## src/gcd_defines.svh

```systemverilog
// named constants for the ground command decoder
`ifndef GCD_DEFINES_SVH
`define GCD_DEFINES_SVH

// ----------------------------------------------------------------------
// timing
// ----------------------------------------------------------------------
`define GCD_CLK_KHZ        10000
`define GCD_SUBBIT_NS      10000
`define GCD_SUBBIT_CYC     ((`GCD_SUBBIT_NS * `GCD_CLK_KHZ) / 1000000)
`define GCD_TIMEOUT_MS     100
`define GCD_TIMEOUT_CYC    (`GCD_TIMEOUT_MS * `GCD_CLK_KHZ)
`define GCD_DIV_W          8
`define GCD_TMO_W          20

// ----------------------------------------------------------------------
// message layout
// ----------------------------------------------------------------------
`define GCD_MSG_BITS       12
`define GCD_SUBBITS        5
`define GCD_VEH_BITS       3
`define GCD_SYS_END        6
`define GCD_VEH_ADDR       3'h5
`define GCD_SYS_RTC        3'h3
`define GCD_CMD_W          6

// ----------------------------------------------------------------------
// sub-bit codes: before and after the vehicle address matched
// ----------------------------------------------------------------------
`define GCD_PRE_ONE        5'h16
`define GCD_PRE_ZERO       5'h09
`define GCD_POST_ONE       5'h1A
`define GCD_POST_ZERO      5'h05

// ----------------------------------------------------------------------
// relays and channels
// ----------------------------------------------------------------------
`define GCD_RELAYS         24
`define GCD_DEFER_MASK     24'h1C_1FFC
`define GCD_EXEC_CH_A      5'h0F
`define GCD_EXEC_CH_B      5'h12
`define GCD_FIFO_DEPTH     4

`endif

```

## src/gcd_pkg.sv

```systemverilog
// types shared by the ground command decoder
package gcd_pkg;

   // message assembly states
   typedef enum logic [1:0] {
      GCD_HUNT = 2'b00,   // waiting for vehicle address
      GCD_BODY = 2'b01,   // vehicle matched, rest of message
      GCD_PUSH = 2'b10    // handing command to relay side
   } gcd_state_t;

endpackage

```

## src/gcd_bitdet.sv

```systemverilog
// sub-bit shift register, code match and bit synchroniser
`timescale 1ns/10ps
`default_nettype none
`include "gcd_defines.svh"
module gcd_bitdet (
   input  wire logic clk,
   input  wire logic rst_n,
   input  wire logic clear,
   input  wire logic sub_en,
   input  wire logic sub_val,
   input  wire logic post_addr,
   output logic      bit_stb,
   output logic      bit_val,
   output logic      timing_err
);
   logic [4:0] shift_reg;   // last five sub-bits
   logic [4:0] shift_next;
   logic [2:0] cnt_reg;     // sub-bit position in bit
   logic       sync_reg;    // bit boundary known
   logic       is_one;
   logic       is_zero;

   // codes change once the vehicle address matched
   assign shift_next = {shift_reg[3:0], sub_val};
   assign is_one  = shift_next == (post_addr ? `GCD_POST_ONE : `GCD_PRE_ONE);
   assign is_zero = shift_next == (post_addr ? `GCD_POST_ZERO : `GCD_PRE_ZERO);

   // one bit per group of five sub-bits
   always_ff @(posedge clk or negedge rst_n) begin
      if (!rst_n) begin
         shift_reg  <= '0;
         cnt_reg    <= '0;
         sync_reg   <= 1'b0;
         bit_stb    <= 1'b0;
         bit_val    <= 1'b0;
         timing_err <= 1'b0;
      end else begin
         bit_stb    <= 1'b0;
         timing_err <= 1'b0;
         if (clear) begin
            shift_reg <= '0;
            cnt_reg   <= '0;
            sync_reg  <= 1'b0;
         end else if (sub_en) begin
            shift_reg <= shift_next;
            if (!sync_reg) begin
               // hunting: slide until a valid code appears
               if (is_one || is_zero) begin
                  sync_reg <= 1'b1;
                  cnt_reg  <= '0;
                  bit_stb  <= 1'b1;
                  bit_val  <= is_one;
               end
            end else if (cnt_reg == 3'(`GCD_SUBBITS - 1)) begin
               // group boundary: code must be valid
               cnt_reg <= '0;
               if (is_one || is_zero) begin
                  bit_stb <= 1'b1;
                  bit_val <= is_one;
               end else begin
                  timing_err <= 1'b1;
                  sync_reg   <= 1'b0;
               end
            end else begin
               cnt_reg <= cnt_reg + 1'b1;
            end
         end
      end
   end
endmodule
`default_nettype wire

```

## src/gcd_decoder.sv

```systemverilog
// ground command decoder top: uplink bits to latching relays
`timescale 1ns/10ps
`default_nettype none
`include "gcd_defines.svh"

// Notes on behaviour
// - a message is exactly twelve bits
// - five sub-bits code each bit
// - first three bits are vehicle address
// - bits four to six select real-time command
// - last six: relay number plus set flag
// - in phase is one, inverted is zero
// - either redundant receiver alone suffices
// - three units of eight latching relays
// - immediate channels act on receipt
// - deferred channels wait for pulse bus
// - fixed per-channel deferred attribute
// - relay states visible to telemetry
// - new sub-bit codes after vehicle match
// - reset after transfer or 100 ms timeout
// - reset on timing error or power fault
module gcd_decoder
   import gcd_pkg::*;
#(
   parameter int TIMEOUT_CYCLES = `GCD_TIMEOUT_CYC
) (
   input  wire logic        CLK,
   input  wire logic        RST_B,
   input  wire logic        RX_A_INFO,
   input  wire logic        RX_A_REF,
   input  wire logic        RX_A_OK,
   input  wire logic        RX_B_INFO,
   input  wire logic        RX_B_REF,
   input  wire logic        RX_B_OK,
   input  wire logic        PWR_FAULT,
   input  wire logic        RELAY_READY,
   output logic [23:0]      RELAY_STATE,
   output logic [23:0]      EQUIP_ON,
   output logic             PULSE_BUS,
   output logic             CMD_VERIFY,
   output logic             MSG_ABORT,
   output logic             CMD_PENDING
);

   // ----------------------------------------------------------------------
   // declarations
   // ----------------------------------------------------------------------
   gcd_state_t                 state_reg;     // message assembly state
   gcd_state_t                 state_next;
   logic [`GCD_DIV_W-1:0]      div_reg;       // sub-bit rate divider
   logic                       sub_en_reg;    // one pulse per sub-bit
   logic                       sub_val_reg;   // sampled sub-bit
   logic                       phase_a;       // receiver a sub-bit
   logic                       phase_b;       // receiver b sub-bit
   logic [3:0]                 bits_reg;      // bits received so far
   logic [`GCD_MSG_BITS-1:0]   msg_reg;       // message shift register
   logic [`GCD_MSG_BITS-1:0]   msg_next;
   logic [`GCD_TMO_W-1:0]      tmo_reg;       // transfer wait timer
   logic                       clear_reg;     // restart bit detector
   logic                       post_addr;     // vehicle matched
   logic                       bit_stb;       // new bit from detector
   logic                       bit_val;       // its value
   logic                       timing_err;    // bad group boundary
   logic                       abort;         // drop current message
   logic                       tmo_hit;       // wait exceeded
   logic                       fifo_in_valid; // command offered
   logic                       fifo_in_ready; // room for command
   logic                       fifo_out_valid;
   logic                       fifo_out_ready;
   logic [`GCD_CMD_W-1:0]      fifo_out_data;
   logic [4:0]                 cmd_chan;      // relay number, 1 based
   logic                       cmd_set;       // set or reset
   logic [4:0]                 cmd_idx;       // relay index, 0 based
   logic                       cmd_exec;      // execute channel
   logic                       cmd_known;     // channel exists
   localparam logic [`GCD_RELAYS-1:0] defer_mask = `GCD_DEFER_MASK;

   // ----------------------------------------------------------------------
   // receiver combining and sub-bit timing
   // ----------------------------------------------------------------------

   // phase compare: in phase with reference reads one
   assign phase_a = ~(RX_A_INFO ^ RX_A_REF);
   assign phase_b = ~(RX_B_INFO ^ RX_B_REF);

   // divider gives one enable per sub-bit period
   always_ff @(posedge CLK or negedge RST_B) begin
      if (!RST_B) begin
         div_reg    <= '0;
         sub_en_reg <= 1'b0;
      end else begin
         if (div_reg == `GCD_DIV_W'(`GCD_SUBBIT_CYC - 1)) begin
            div_reg    <= '0;
            sub_en_reg <= 1'b1;
         end else begin
            div_reg    <= div_reg + 1'b1;
            sub_en_reg <= 1'b0;
         end
      end
   end

   // sample from whichever receiver is healthy
   always_ff @(posedge CLK or negedge RST_B) begin
      if (!RST_B) begin
         sub_val_reg <= 1'b0;
      end else if (div_reg == `GCD_DIV_W'(`GCD_SUBBIT_CYC - 1)) begin
         if (RX_A_OK) begin
            sub_val_reg <= phase_a;
         end else if (RX_B_OK) begin
            sub_val_reg <= phase_b;
         end else begin
            sub_val_reg <= phase_a;   // neither healthy: noise
         end
      end
   end

   // ----------------------------------------------------------------------
   // bit detection
   // ----------------------------------------------------------------------

   assign post_addr = (state_reg == GCD_BODY);

   gcd_bitdet u_bitdet (
      .clk        (CLK),
      .rst_n      (RST_B),
      .clear      (clear_reg),
      .sub_en     (sub_en_reg),
      .sub_val    (sub_val_reg),
      .post_addr  (post_addr),
      .bit_stb    (bit_stb),
      .bit_val    (bit_val),
      .timing_err (timing_err)
   );

   // ----------------------------------------------------------------------
   // message assembly
   // ----------------------------------------------------------------------

   // first bit received lands at the top after twelve shifts
   assign msg_next = {msg_reg[`GCD_MSG_BITS-2:0], bit_val};

   // transfer wait limit
   assign tmo_hit = (tmo_reg == `GCD_TMO_W'(TIMEOUT_CYCLES - 1));

   // reasons to throw the message away
   always_comb begin
      abort = 1'b0;
      if (PWR_FAULT || timing_err) begin
         abort = 1'b1;
      end else if (state_reg == GCD_PUSH && !fifo_in_ready && tmo_hit) begin
         abort = 1'b1;
      end
   end

   // next state
   always_comb begin
      state_next = state_reg;
      case (state_reg)
         GCD_HUNT: begin
            // third bit completes the vehicle address
            if (bit_stb && bits_reg == 4'(`GCD_VEH_BITS - 1)) begin
               if (msg_next[`GCD_VEH_BITS-1:0] == `GCD_VEH_ADDR) begin
                  state_next = GCD_BODY;
               end else begin
                  state_next = GCD_HUNT;
               end
            end
         end
         GCD_BODY: begin
            if (bit_stb && bits_reg == 4'(`GCD_SYS_END - 1) &&
                msg_next[2:0] != `GCD_SYS_RTC) begin
               state_next = GCD_HUNT;
            end else if (bit_stb && bits_reg == 4'(`GCD_MSG_BITS - 1)) begin
               state_next = GCD_PUSH;
            end
         end
         GCD_PUSH: begin
            if (fifo_in_ready) begin
               state_next = GCD_HUNT;
            end
         end
         default: begin
            state_next = GCD_HUNT;
         end
      endcase
      if (abort) begin
         state_next = GCD_HUNT;
      end
   end

   // state register
   always_ff @(posedge CLK or negedge RST_B) begin
      if (!RST_B) begin
         state_reg <= GCD_HUNT;
      end else begin
         state_reg <= state_next;
      end
   end

   // bit count and message shift register
   always_ff @(posedge CLK or negedge RST_B) begin
      if (!RST_B) begin
         bits_reg <= '0;
         msg_reg  <= '0;
      end else if (state_next == GCD_HUNT && state_reg != GCD_HUNT) begin
         bits_reg <= '0;
         msg_reg  <= '0;
      end else if (state_reg == GCD_HUNT && state_next == GCD_HUNT &&
                   bit_stb && bits_reg == 4'(`GCD_VEH_BITS - 1)) begin
         bits_reg <= '0;   // wrong vehicle, start over
         msg_reg  <= '0;
      end else if (abort) begin
         bits_reg <= '0;
         msg_reg  <= '0;
      end else if (bit_stb && state_reg != GCD_PUSH) begin
         bits_reg <= bits_reg + 1'b1;
         msg_reg  <= msg_next;
      end
   end

   // restart the bit detector whenever a message is dropped or done
   always_ff @(posedge CLK or negedge RST_B) begin
      if (!RST_B) begin
         clear_reg <= 1'b1;
      end else begin
         clear_reg <= (state_next == GCD_HUNT) &&
                      ((state_reg != GCD_HUNT) || abort ||
                       (bit_stb && bits_reg == 4'(`GCD_VEH_BITS - 1)));
      end
   end

   // transfer wait timer
   always_ff @(posedge CLK or negedge RST_B) begin
      if (!RST_B) begin
         tmo_reg <= '0;
      end else if (state_reg == GCD_PUSH && !fifo_in_ready) begin
         tmo_reg <= tmo_reg + 1'b1;
      end else begin
         tmo_reg <= '0;
      end
   end

   // abort flag for telemetry
   always_ff @(posedge CLK or negedge RST_B) begin
      if (!RST_B) begin
         MSG_ABORT <= 1'b0;
      end else begin
         MSG_ABORT <= abort && (state_reg != GCD_HUNT || bits_reg != '0);
      end
   end

   // ----------------------------------------------------------------------
   // command buffer
   // ----------------------------------------------------------------------

   assign fifo_in_valid  = (state_reg == GCD_PUSH) && !abort;
   assign fifo_out_ready = RELAY_READY;

   // relay number and set flag, the last six bits
   gcd_fifo #(
      .WIDTH (`GCD_CMD_W),
      .DEPTH (`GCD_FIFO_DEPTH)
   ) u_fifo (
      .clk       (CLK),
      .rst_n     (RST_B),
      .in_valid  (fifo_in_valid),
      .in_ready  (fifo_in_ready),
      .in_data   (msg_reg[`GCD_CMD_W-1:0]),
      .out_valid (fifo_out_valid),
      .out_ready (fifo_out_ready),
      .out_data  (fifo_out_data)
   );

   // ----------------------------------------------------------------------
   // relay driver
   // ----------------------------------------------------------------------

   // relay number in the upper five bits, set flag last
   assign cmd_chan  = fifo_out_data[5:1];
   assign cmd_set   = fifo_out_data[0];
   assign cmd_idx   = cmd_chan - 5'h01;
   assign cmd_exec  = (cmd_chan == `GCD_EXEC_CH_A) || (cmd_chan == `GCD_EXEC_CH_B);
   assign cmd_known = (cmd_chan != 5'h00) && (cmd_chan <= 5'(`GCD_RELAYS));

   // latching relays: after RST_B clears them, only a command moves them
   always_ff @(posedge CLK or negedge RST_B) begin
      if (!RST_B) begin
         RELAY_STATE <= '0;   // power-up state only
      end else if (fifo_out_valid && RELAY_READY && cmd_known) begin
         RELAY_STATE[cmd_idx] <= cmd_set;
      end
   end

   // equipment power: immediate now, deferred on pulse bus
   always_ff @(posedge CLK or negedge RST_B) begin
      if (!RST_B) begin
         EQUIP_ON <= '0;
      end else begin
         for (int i = 0; i < `GCD_RELAYS; i++) begin
            if (defer_mask[i]) begin
               if (PULSE_BUS) begin
                  EQUIP_ON[i] <= RELAY_STATE[i];
               end
            end else if (fifo_out_valid && RELAY_READY && cmd_known &&
                         cmd_idx == 5'(i)) begin
               EQUIP_ON[i] <= cmd_set;
            end
         end
      end
   end

   // execute channels energise the pulse bus for one cycle
   always_ff @(posedge CLK or negedge RST_B) begin
      if (!RST_B) begin
         PULSE_BUS <= 1'b0;
      end else begin
         PULSE_BUS <= fifo_out_valid && RELAY_READY && cmd_exec;
      end
   end

   // verification pulse for telemetry on each applied command
   always_ff @(posedge CLK or negedge RST_B) begin
      if (!RST_B) begin
         CMD_VERIFY <= 1'b0;
      end else begin
         CMD_VERIFY <= fifo_out_valid && RELAY_READY && cmd_known;
      end
   end

   // commands waiting for the relay side
   always_ff @(posedge CLK or negedge RST_B) begin
      if (!RST_B) begin
         CMD_PENDING <= 1'b0;
      end else begin
         CMD_PENDING <= fifo_out_valid;
      end
   end

endmodule
`default_nettype wire

```

## src/gcd_fifo.sv

```systemverilog
// small valid/ready fifo for decoded commands
`timescale 1ns/10ps
`default_nettype none
module gcd_fifo #(
   parameter int WIDTH = 6,
   parameter int DEPTH = 4
) (
   input  wire logic             clk,
   input  wire logic             rst_n,
   input  wire logic             in_valid,
   output logic                  in_ready,
   input  wire logic [WIDTH-1:0] in_data,
   output logic                  out_valid,
   input  wire logic             out_ready,
   output logic      [WIDTH-1:0] out_data
);
   localparam int AW = $clog2(DEPTH);

   logic [WIDTH-1:0] mem [DEPTH];   // storage words
   logic [AW-1:0]    wr_reg;        // write pointer
   logic [AW-1:0]    rd_reg;        // read pointer
   logic [AW:0]      cnt_reg;       // words held
   logic             push;
   logic             pop;

   assign in_ready  = (cnt_reg != (AW+1)'(DEPTH));
   assign out_valid = (cnt_reg != '0);
   assign out_data  = mem[rd_reg];
   assign push      = in_valid & in_ready;
   assign pop       = out_valid & out_ready;

   // storage write, no reset needed
   always_ff @(posedge clk) begin
      if (push) begin
         mem[wr_reg] <= in_data;
      end
   end

   // pointers and fill level
   always_ff @(posedge clk or negedge rst_n) begin
      if (!rst_n) begin
         wr_reg  <= '0;
         rd_reg  <= '0;
         cnt_reg <= '0;
      end else begin
         if (push) wr_reg <= (wr_reg == AW'(DEPTH-1)) ? '0 : wr_reg + 1'b1;
         if (pop)  rd_reg <= (rd_reg == AW'(DEPTH-1)) ? '0 : rd_reg + 1'b1;
         if (push && !pop) cnt_reg <= cnt_reg + 1'b1;
         else if (pop && !push) cnt_reg <= cnt_reg - 1'b1;
      end
   end
endmodule
`default_nettype wire

```

## config.mk

```make
export PLATFORM = sky130hd
export DESIGN_NAME = gcd_decoder
export DESIGN_NICKNAME = d
export VERILOG_FILES = /design/src/gcd_pkg.sv /design/src/gcd_bitdet.sv /design/src/gcd_decoder.sv /design/src/gcd_fifo.sv
export VERILOG_INCLUDE_DIRS = /design/src
export SDC_FILE = /design/constraint.sdc
export NUM_CORES = 1
export LEC_CHECK = 0
export BUFFER_PORTS_ARGS = -buffer_cell sky130_fd_sc_hd__buf_4
export CAP_MARGIN = 10
export CORE_AREA = 2 2 83 145
export CTS_BUF_LIST = sky130_fd_sc_hd__clkbuf_8 sky130_fd_sc_hd__clkbuf_16
export DETAILED_ROUTE_END_ITERATION = 6
export DIE_AREA = 0 0 85 147
export HOLD_SLACK_MARGIN = 0.08
export PLACE_DENSITY_LB_ADDON = 0.05
export SYNTH_ARGS = -nofsm -noshare
export SYNTH_HDL_FRONTEND = slang
export SYNTH_SLANG_ARGS = --single-unit
```

## constraint.sdc

```tcl
create_clock -name CLK -period 2.96 [get_ports CLK]
set_input_delay 0 -clock CLK [delete_from_list [all_inputs] [get_ports CLK]]
set_output_delay 0 -clock CLK [all_outputs]
set_load 0.01 [all_outputs]
```

Yosys cells after proc, flatten, opt, wreduce, memory -nomap -nowiden
Memories as Yosys holds them, arrays and structs flattened.
Index checks and enable logic that the tools add are counted.
{"block": "word_totals", "register_bits": 113, "ram_bits": 24, "memories": 1}
{"memory": "u_fifo.mem", "depth": 4, "word_bits": 6, "read_ports": 1, "rd_ports_with_merged_regs": 0, "write_ports": 1, "line": "gcd_fifo.sv:19", "rtl": "logic [WIDTH-1:0] mem [DEPTH];"}
{"block": "op_classes", "n_addsub": 9, "magnitude_cmp": 3, "eq_ne": 28, "mux": 57, "bitwise_logic": 7, "n_reduce_logical": 54}
{"op": "4-bit two-way mux", "n": 8}
{"op": "1-bit logical AND", "n": 31}
{"op": "5-bit equality test, second input constant", "n": 6}
{"op": "1-bit two-way mux", "n": 26}
{"op": "24-bit bitwise mux", "n": 1}
{"op": "6-bit two-way mux", "n": 4}
{"op": "3-bit two-way mux", "n": 7}
{"op": "20-bit by 1-bit adder with 20-bit output, second input constant", "n": 1}
{"op": "20-bit equality test, second input constant", "n": 1}
{"op": "5-bit by 4-bit equality test with 1-bit output, second input constant", "n": 4}
{"op": "20-bit two-way mux", "n": 1}
{"op": "2-bit two-way mux", "n": 7}
{"op": "8-bit by 1-bit adder with 8-bit output, second input constant", "n": 1}
{"op": "8-bit by 7-bit equality test with 1-bit output, second input constant", "n": 1}
{"op": "8-bit two-way mux", "n": 1}
{"op": "4-bit nonzero test", "n": 2}
{"op": "3-bit by 1-bit adder with 3-bit output, second input constant", "n": 2}
{"op": "2-bit equality test, second input constant", "n": 3}
{"op": "3-bit equality test, second input constant", "n": 2}
{"op": "1-bit logical OR", "n": 6}
{"op": "5-bit by 6-bit less-than comparator with 1-bit output, second input constant", "n": 1}
{"op": "2-bit case mux with 3 select lines", "n": 1}
{"op": "2-bit nonzero test", "n": 3}
{"op": "3-bit nonzero test", "n": 2}
{"op": "26 further kinds", "n": 36}

Longest topological paths before layout
{"block": "logic_depth", "word_depth": 13, "mapped_depth": 8}

Hierarchy
Synthesis repeated with hierarchy kept, for this count alone.
{"block": "hier_totals", "cells_unflattened": 489, "area_unflattened_um2": 6203.4}
{"mod": "gcd_decoder", "n_inst": 1, "cells_each": 365, "area_each_um2": 4289.1}
{"mod": "gcd_fifo", "n_inst": 1, "cells_each": 69, "area_each_um2": 1313.8}
{"mod": "gcd_bitdet", "n_inst": 1, "cells_each": 55, "area_each_um2": 600.6}

Worst setup path after synthesis
No wires, ideal clock.
{"block": "synth_path", "kind": "flip-flop to flip-flop", "start": "register state_reg[0]", "end": "register u_fifo.cnt_reg[2]", "arrival_time_ns": 2.371, "t_required_ns": 2.881, "setup_slack_ns": 0.510, "stages_incl_launch_ff": 9, "n_path_buf": 0, "cell_sequence": "dfrtp_1 > nand2b_1 > nor4_1 > ha_1 > inv_1 > fa_1 > xor2_1 > nor2_1 > xor2_1"}
{"block": "synth_between", "elab_chain_cells": 11, "elab_cells_between_ends": 13, "cone_classes": "eq/ne: 1; mux: 3; bitwise: 1; reduce/logical: 8"}
{"element": "from (decl)", "line": "gcd_decoder.sv:48", "rtl": "gcd_state_t state_reg;"}
{"element": "from (signal assigned)", "line": "gcd_decoder.sv:196", "rtl": "state_reg <= state_next;"}
{"element": "2-bit equality test (*)", "line": "gcd_decoder.sv:150, gcd_decoder.sv:256"}
{"element": "1-bit logical AND (2 in series)", "line": "gcd_decoder.sv:150", "rtl": "end else if (state_reg == GCD_PUSH && !fifo_in_ready && tmo_hit) begin"}
{"element": "1-bit two-way mux", "line": "gcd_decoder.sv:150"}
{"element": "1-bit two-way mux", "line": "gcd_decoder.sv:148", "rtl": "if (PWR_FAULT || timing_err) begin"}
{"element": "1-bit zero test", "line": "gcd_decoder.sv:256", "rtl": "assign fifo_in_valid = (state_reg == GCD_PUSH) && !abort;"}
{"element": "1-bit logical AND (*)", "line": "gcd_decoder.sv:256"}
{"element": "1-bit AND (*)", "line": "gcd_fifo.sv:29", "rtl": "assign push = in_valid & in_ready;"}
{"element": "named net u_fifo.push", "line": "gcd_fifo.sv:23", "rtl": "logic push;"}
{"element": "1-bit zero test", "line": "gcd_fifo.sv:49", "rtl": "else if (pop && !push) cnt_reg <= cnt_reg - 1'b1;"}
{"element": "1-bit logical AND", "line": "gcd_fifo.sv:49"}
{"element": "2-bit nonzero test (no line)"}
{"element": "to (signal assigned)", "line": "gcd_fifo.sv:48", "rtl": "if (push && !pop) cnt_reg <= cnt_reg + 1'b1;"}
{"element": "to (signal assigned)", "line": "gcd_fifo.sv:49"}
{"element": "to (decl)", "line": "gcd_fifo.sv:22", "rtl": "logic [AW:0] cnt_reg;"}
Mark *: on every way through the listed nets, which the timed path passes. The rest lies on a longest branch.
A chain may end at the register's enable or synchronous reset.

Worst setup path after layout
{"block": "layout_path", "start": "register bits_reg[0]", "end": "register bits_reg[3]"}
{"block": "layout_between", "elab_chain_cells": 12, "elab_cells_between_ends": 23, "cone_classes": "add/sub: 1; eq/ne: 3; mux: 9; reduce/logical: 10"}
{"element": "from (decl)", "line": "gcd_decoder.sv:55", "rtl": "logic [3:0] bits_reg;"}
{"element": "from (signal assigned)", "line": "gcd_decoder.sv:216", "rtl": "bits_reg <= bits_reg + 1'b1;"}
{"element": "4-bit equality test / 4-bit by 3-bit equality test with 1-bit output (equally long branches)", "line": "gcd_decoder.sv:173, gcd_decoder.sv:170"}
{"element": "1-bit logical AND (on tied branches)", "line": "gcd_decoder.sv:173, gcd_decoder.sv:170"}
{"element": "2-bit two-way mux / 1-bit logical AND (equally long branches)"}
{"element": "2-bit two-way mux", "line": "gcd_decoder.sv:170", "rtl": "if (bit_stb && bits_reg == 4'(`GCD_SYS_END - 1) &&"}
{"element": "2-bit case mux with 3 select lines", "line": "gcd_decoder.sv:158", "rtl": "case (state_reg)"}
{"element": "2-bit two-way mux", "line": "gcd_decoder.sv:186", "rtl": "if (abort) begin"}
{"element": "2-bit zero test", "line": "gcd_decoder.sv:205, gcd_decoder.sv:208"}
{"element": "1-bit logical AND (3 in series)", "line": "gcd_decoder.sv:208", "rtl": "end else if (state_reg == GCD_HUNT && state_next == GCD_HUNT &&"}
{"element": "4-bit two-way mux", "line": "gcd_decoder.sv:208"}
{"element": "4-bit two-way mux", "line": "gcd_decoder.sv:205", "rtl": "end else if (state_next == GCD_HUNT && state_reg != GCD_HUNT) begin"}
Several ways; a longest one is shown, not always the timed one. The select of a mux whose other input is x is not followed.

==> flow_metrics.py <==
metrics = {
    "synthesis": {
        "synth_edf_count": 24,
        "syn_avg_cell_area_um2": 12.2,
        "syn-num-nets": 523,
        "seq_area_frac_synth_pct": 58.3,
        "synthCells": 498,
        "ys_types": 54,
        "yosysTopAreaCell": "dfrtp_1",
        "syn-cell-area_mm2": 0.00608,
        "async_reset_ff_share_pct": 82.5,
        "yosys_warnings": 0,
        "synth_top_flop_cell": "dfrtp_1",
        "synth_top_cell_area_share_pct": 46.1,
        "synth.area.top_cells": "dfrtp_1 (46%), edfxtp_1 (12%), mux2_2 (8.3%)",
        "ys_ff_latch": 137,
    },
    "route": {
        "antenna_left": 0,
        "drc": 0,
        "drt_iter0_markers": 123,
        "wl_per_cell_um": 16.9,
        "vias_per_cell": 5.60,
        "drt-pass1-iter-count": 4,
        "wl_um": 12200,
        "vias": 4050,
    },
    "run_status": {
        "status": "finished clean",
    },
    "worst_setup_path": {
        "crit_chain": "inv_1 > ha_1 > nor4bb_1 > nor2_1 > a211oi_1 > nor2_1 > a221o_1",
        "critPathMostFrequentCell": "nor2_1",
        "cp_max_fo": 8,
        "crit_path_max_incr_delay_ps": 550,
        "crit_arrival_ps": 2830,
        "start_kind": "flop",
        "crit_required_ps": 3250,
        "critPathBufInv": 1,
        "cp_top_family": "compound AO/OA/AOI/OAI gates",
        "end_kind": "flop",
        "crit_path_top_delay_cell": "a211oi_1",
        "criticalPathCategory": "reg -> reg",
    },
    "clock_network": {
        "clkTransAtPathRegs_ps": 60,
        "clock-root-buffer": "clkbuf_16",
        "cts_setup_buffers": 0,
        "cts.sinks": 137,
        "post_cts_resized": 0,
        "h-tree-depth": 4,
        "numCtsBuffers": 17,
        "clkLatencyLatePin_ps": 410,
        "cts_tree": "built",
        "clk_path_buf_depth": 2,
    },
    "sta": {
        "post-route-period-util_pct": 85.6,
        "hold_viol": 0,
        "rsz0062_at_grt": "no",
        "setup_viol": 0,
        "fin_skew_ps": 10.3,
        "slew_headroom_pct": 47.6,
        "fmax_ghz": 0.394,
        "period_minus_slack_ps": 2540,
        "setup_ws_ps": 425,
        "slew_viol_final": 0,
        "tightest_slew_ps": 785,
        "tns_ps": 0,
    },
    "layout": {
        "layout-drive-gt1-share_pct": 27.0,
        "reg_top3": "EQUIP_ON (24), RELAY_STATE (24), u_fifo.mem (24)",
        "fill_cells": 899,
        "register_area_mm2": 0.00355,
        "fin_nets": 600,
        "fin_area_mm2": 0.00736,
        "multi_input_area_mm2": 0.00243,
        "antenna_cells": 0,
        "area_growth_pct": 21.0,
    },
    "floorplan": {
        "die_h_um": 147,
        "core_mm2": 0.0114,
        "die-area_mm2": 0.0125,
        "die_x_um": 85,
        "rows": 52,
        "pin_count": 62,
        "start_util_pct": 53.4,
    },
    "global_routing": {
        "grt_pass1_vias": 4309,
        "grt_overflow_total": 0,
        "grt_use_total_pct": 20.9,
        "grt_pass1_wl_um": 20300,
        "antenna_found_initial": 0,
        "grt_max_degree": 60,
    },
    "power": {
        "power_density_mw_per_mm2": 598,
        "p_leak_uw": 0.00336,
        "power_uw": 4400,
        "vdd_ir_drop_max_mv": 0.457,
    },
    "placed_design": {
        "dp_slack_ps": 464,
        "hpwl_um": 8960,
        "place_congestion": 0.836,
        "placed_area_mm2": 0.00671,
        "portBuffers": 61,
    },
    "run": {
        "maxCapViolCount": 0,
    },
    "hold_path": {
        "hold_path_class": "in -> reg",
    },
}
repair_timing:
action                                  in CTS  in global routing
hold buffers                                 5                  0
endpoints found under the setup margin       0                  0
endpoints found under the hold margin       63                  0
cell type report:
cell class / count / area share, %
Sequential cell: 137 / 48.2
Multi-Input combinational cell: 334 / 33.0
Timing Repair Buffer: 70 / 7.48
Clock buffer: 19 / 6.31
Tap cell: 135 / 2.29
Clock inverter: 13 / 1.90
Inverter: 15 / 0.765
final timing paths:
kind | startpoint | end | slack [ps] | depth (start not counted)
setup / recovery | bits_reg[0]$_DFFE_PN0P_ | bits_reg[3]$_DFFE_PN0P_ | 420 | 7
hold / removal | RELAY_READY | u_fifo.rd_reg[1]$_DFFE_PN0P_ | 90 | 4
setup reg to reg | bits_reg[0]$_DFFE_PN0P_ | bits_reg[3]$_DFFE_PN0P_ | 420 | 7
hold reg to reg | div_reg[7]$_DFF_PN0_ | div_reg[7]$_DFF_PN0_ | 470 | 1
max in group asynchronous | RST_B | tmo_reg[11]$_DFF_PN0_ | 2000 | 3
min in group asynchronous | RST_B | EQUIP_ON[2]$_DFFE_PN0P_ | 210 | 2
tightest hold or removal path, cell delays in order:
cell     delay [ps]
buf_4           110
o31a_1          190
nand2_1         100
nand2_1          50
Yosys cell counts (all sizes together), types with 3 or more instances:
cell	instances
nor3b	3
mux2i	8
and3	5
a22o	7
a211oi	3
a21oi	12
nand4	5
inv	14
nor2b	11
xnor2	15
nor2	45
and2	7
nand2	45
o21ai	14
nand2b	5
or2	5
xor2	11
nand3	17
a311oi	3
ha	14
or3	4
mux4	6
edfxtp	24
mux2	45
nor3	10
dfrtp	112
clkbuf	10
nor4	7
kinds of logic (layout without fill, tap and decap cells):
kind of cell	after synthesis	after routing	synth area share (%)
AND/OR/NAND/NOR	182	182	15.1
buffers and inverters	27	117	1.69
adder cells (fa/ha/maj)	15	15	3.21
multiplexers	59	59	11.9
AO/OA/AOI/OAI	52	52	6.07
flip-flops	137	137	58.3
XOR/XNOR	26	26	3.74
cells in the final DEF, fill, tap and decap left out, drive strengths merged, types with 3 or more instances in the layout:
cell type | synthesis | layout
nor3 | 10 | 10
buf | 2 | 65
nor3b | 3 | 3
dfrtp | 112 | 112
and2 | 7 | 7
nand3 | 17 | 17
and3 | 5 | 5
o21ai | 14 | 14
nor2 | 45 | 45
mux2 | 45 | 45
clkbuf | 10 | 19
xor2 | 11 | 11
nor2b | 11 | 11
ha | 14 | 14
clkinv | 1 | 5
dlygate4sd3 | 0 | 5
xnor2 | 15 | 15
or3 | 4 | 4
nand2b | 5 | 5
nand4 | 5 | 5
mux2i | 8 | 8
edfxtp | 24 | 24
or2 | 5 | 5
nand2 | 45 | 45
a22o | 7 | 7
clkinvlp | 0 | 3
mux4 | 6 | 6
a21oi | 12 | 12
a311oi | 3 | 3
a211oi | 3 | 3
nor4 | 7 | 7
inv | 14 | 18
where the power goes:
part | leakage (uW) | switching (uW) | internal (uW)
combinational | 0.00127 | 115 | 118
sequential | 0.00181 | 80.0 | 1960
clock | 0.000292 | 812 | 1320
metal layers:
metal / vias to the layer above / routed length, um / global-route usage [%]
met3: 25 / 375 / 4.66
li1: 1939 / - / -
met4: 0 / 384 / 10.2
met5: - / 0 / 0
met1: 2009 / 4380 / 20.4
met2: 77 / 7080 / 39.8
through the flow:
step | instances | hold slack [ps] | utilization [%]
2_1_floorplan | 498 | -296 | -
3_3_place_gp | 686 | 124 | 58.9
4_1_cts | 723 | 85.2 | 64.7
3_5_place_dp | 686 | 127 | 58.9
5_1_grt | 723 | 103 | 64.7
6_report | 723 | 86.5 | 64.7
Note: power is estimated with default switching activity, not from simulation.
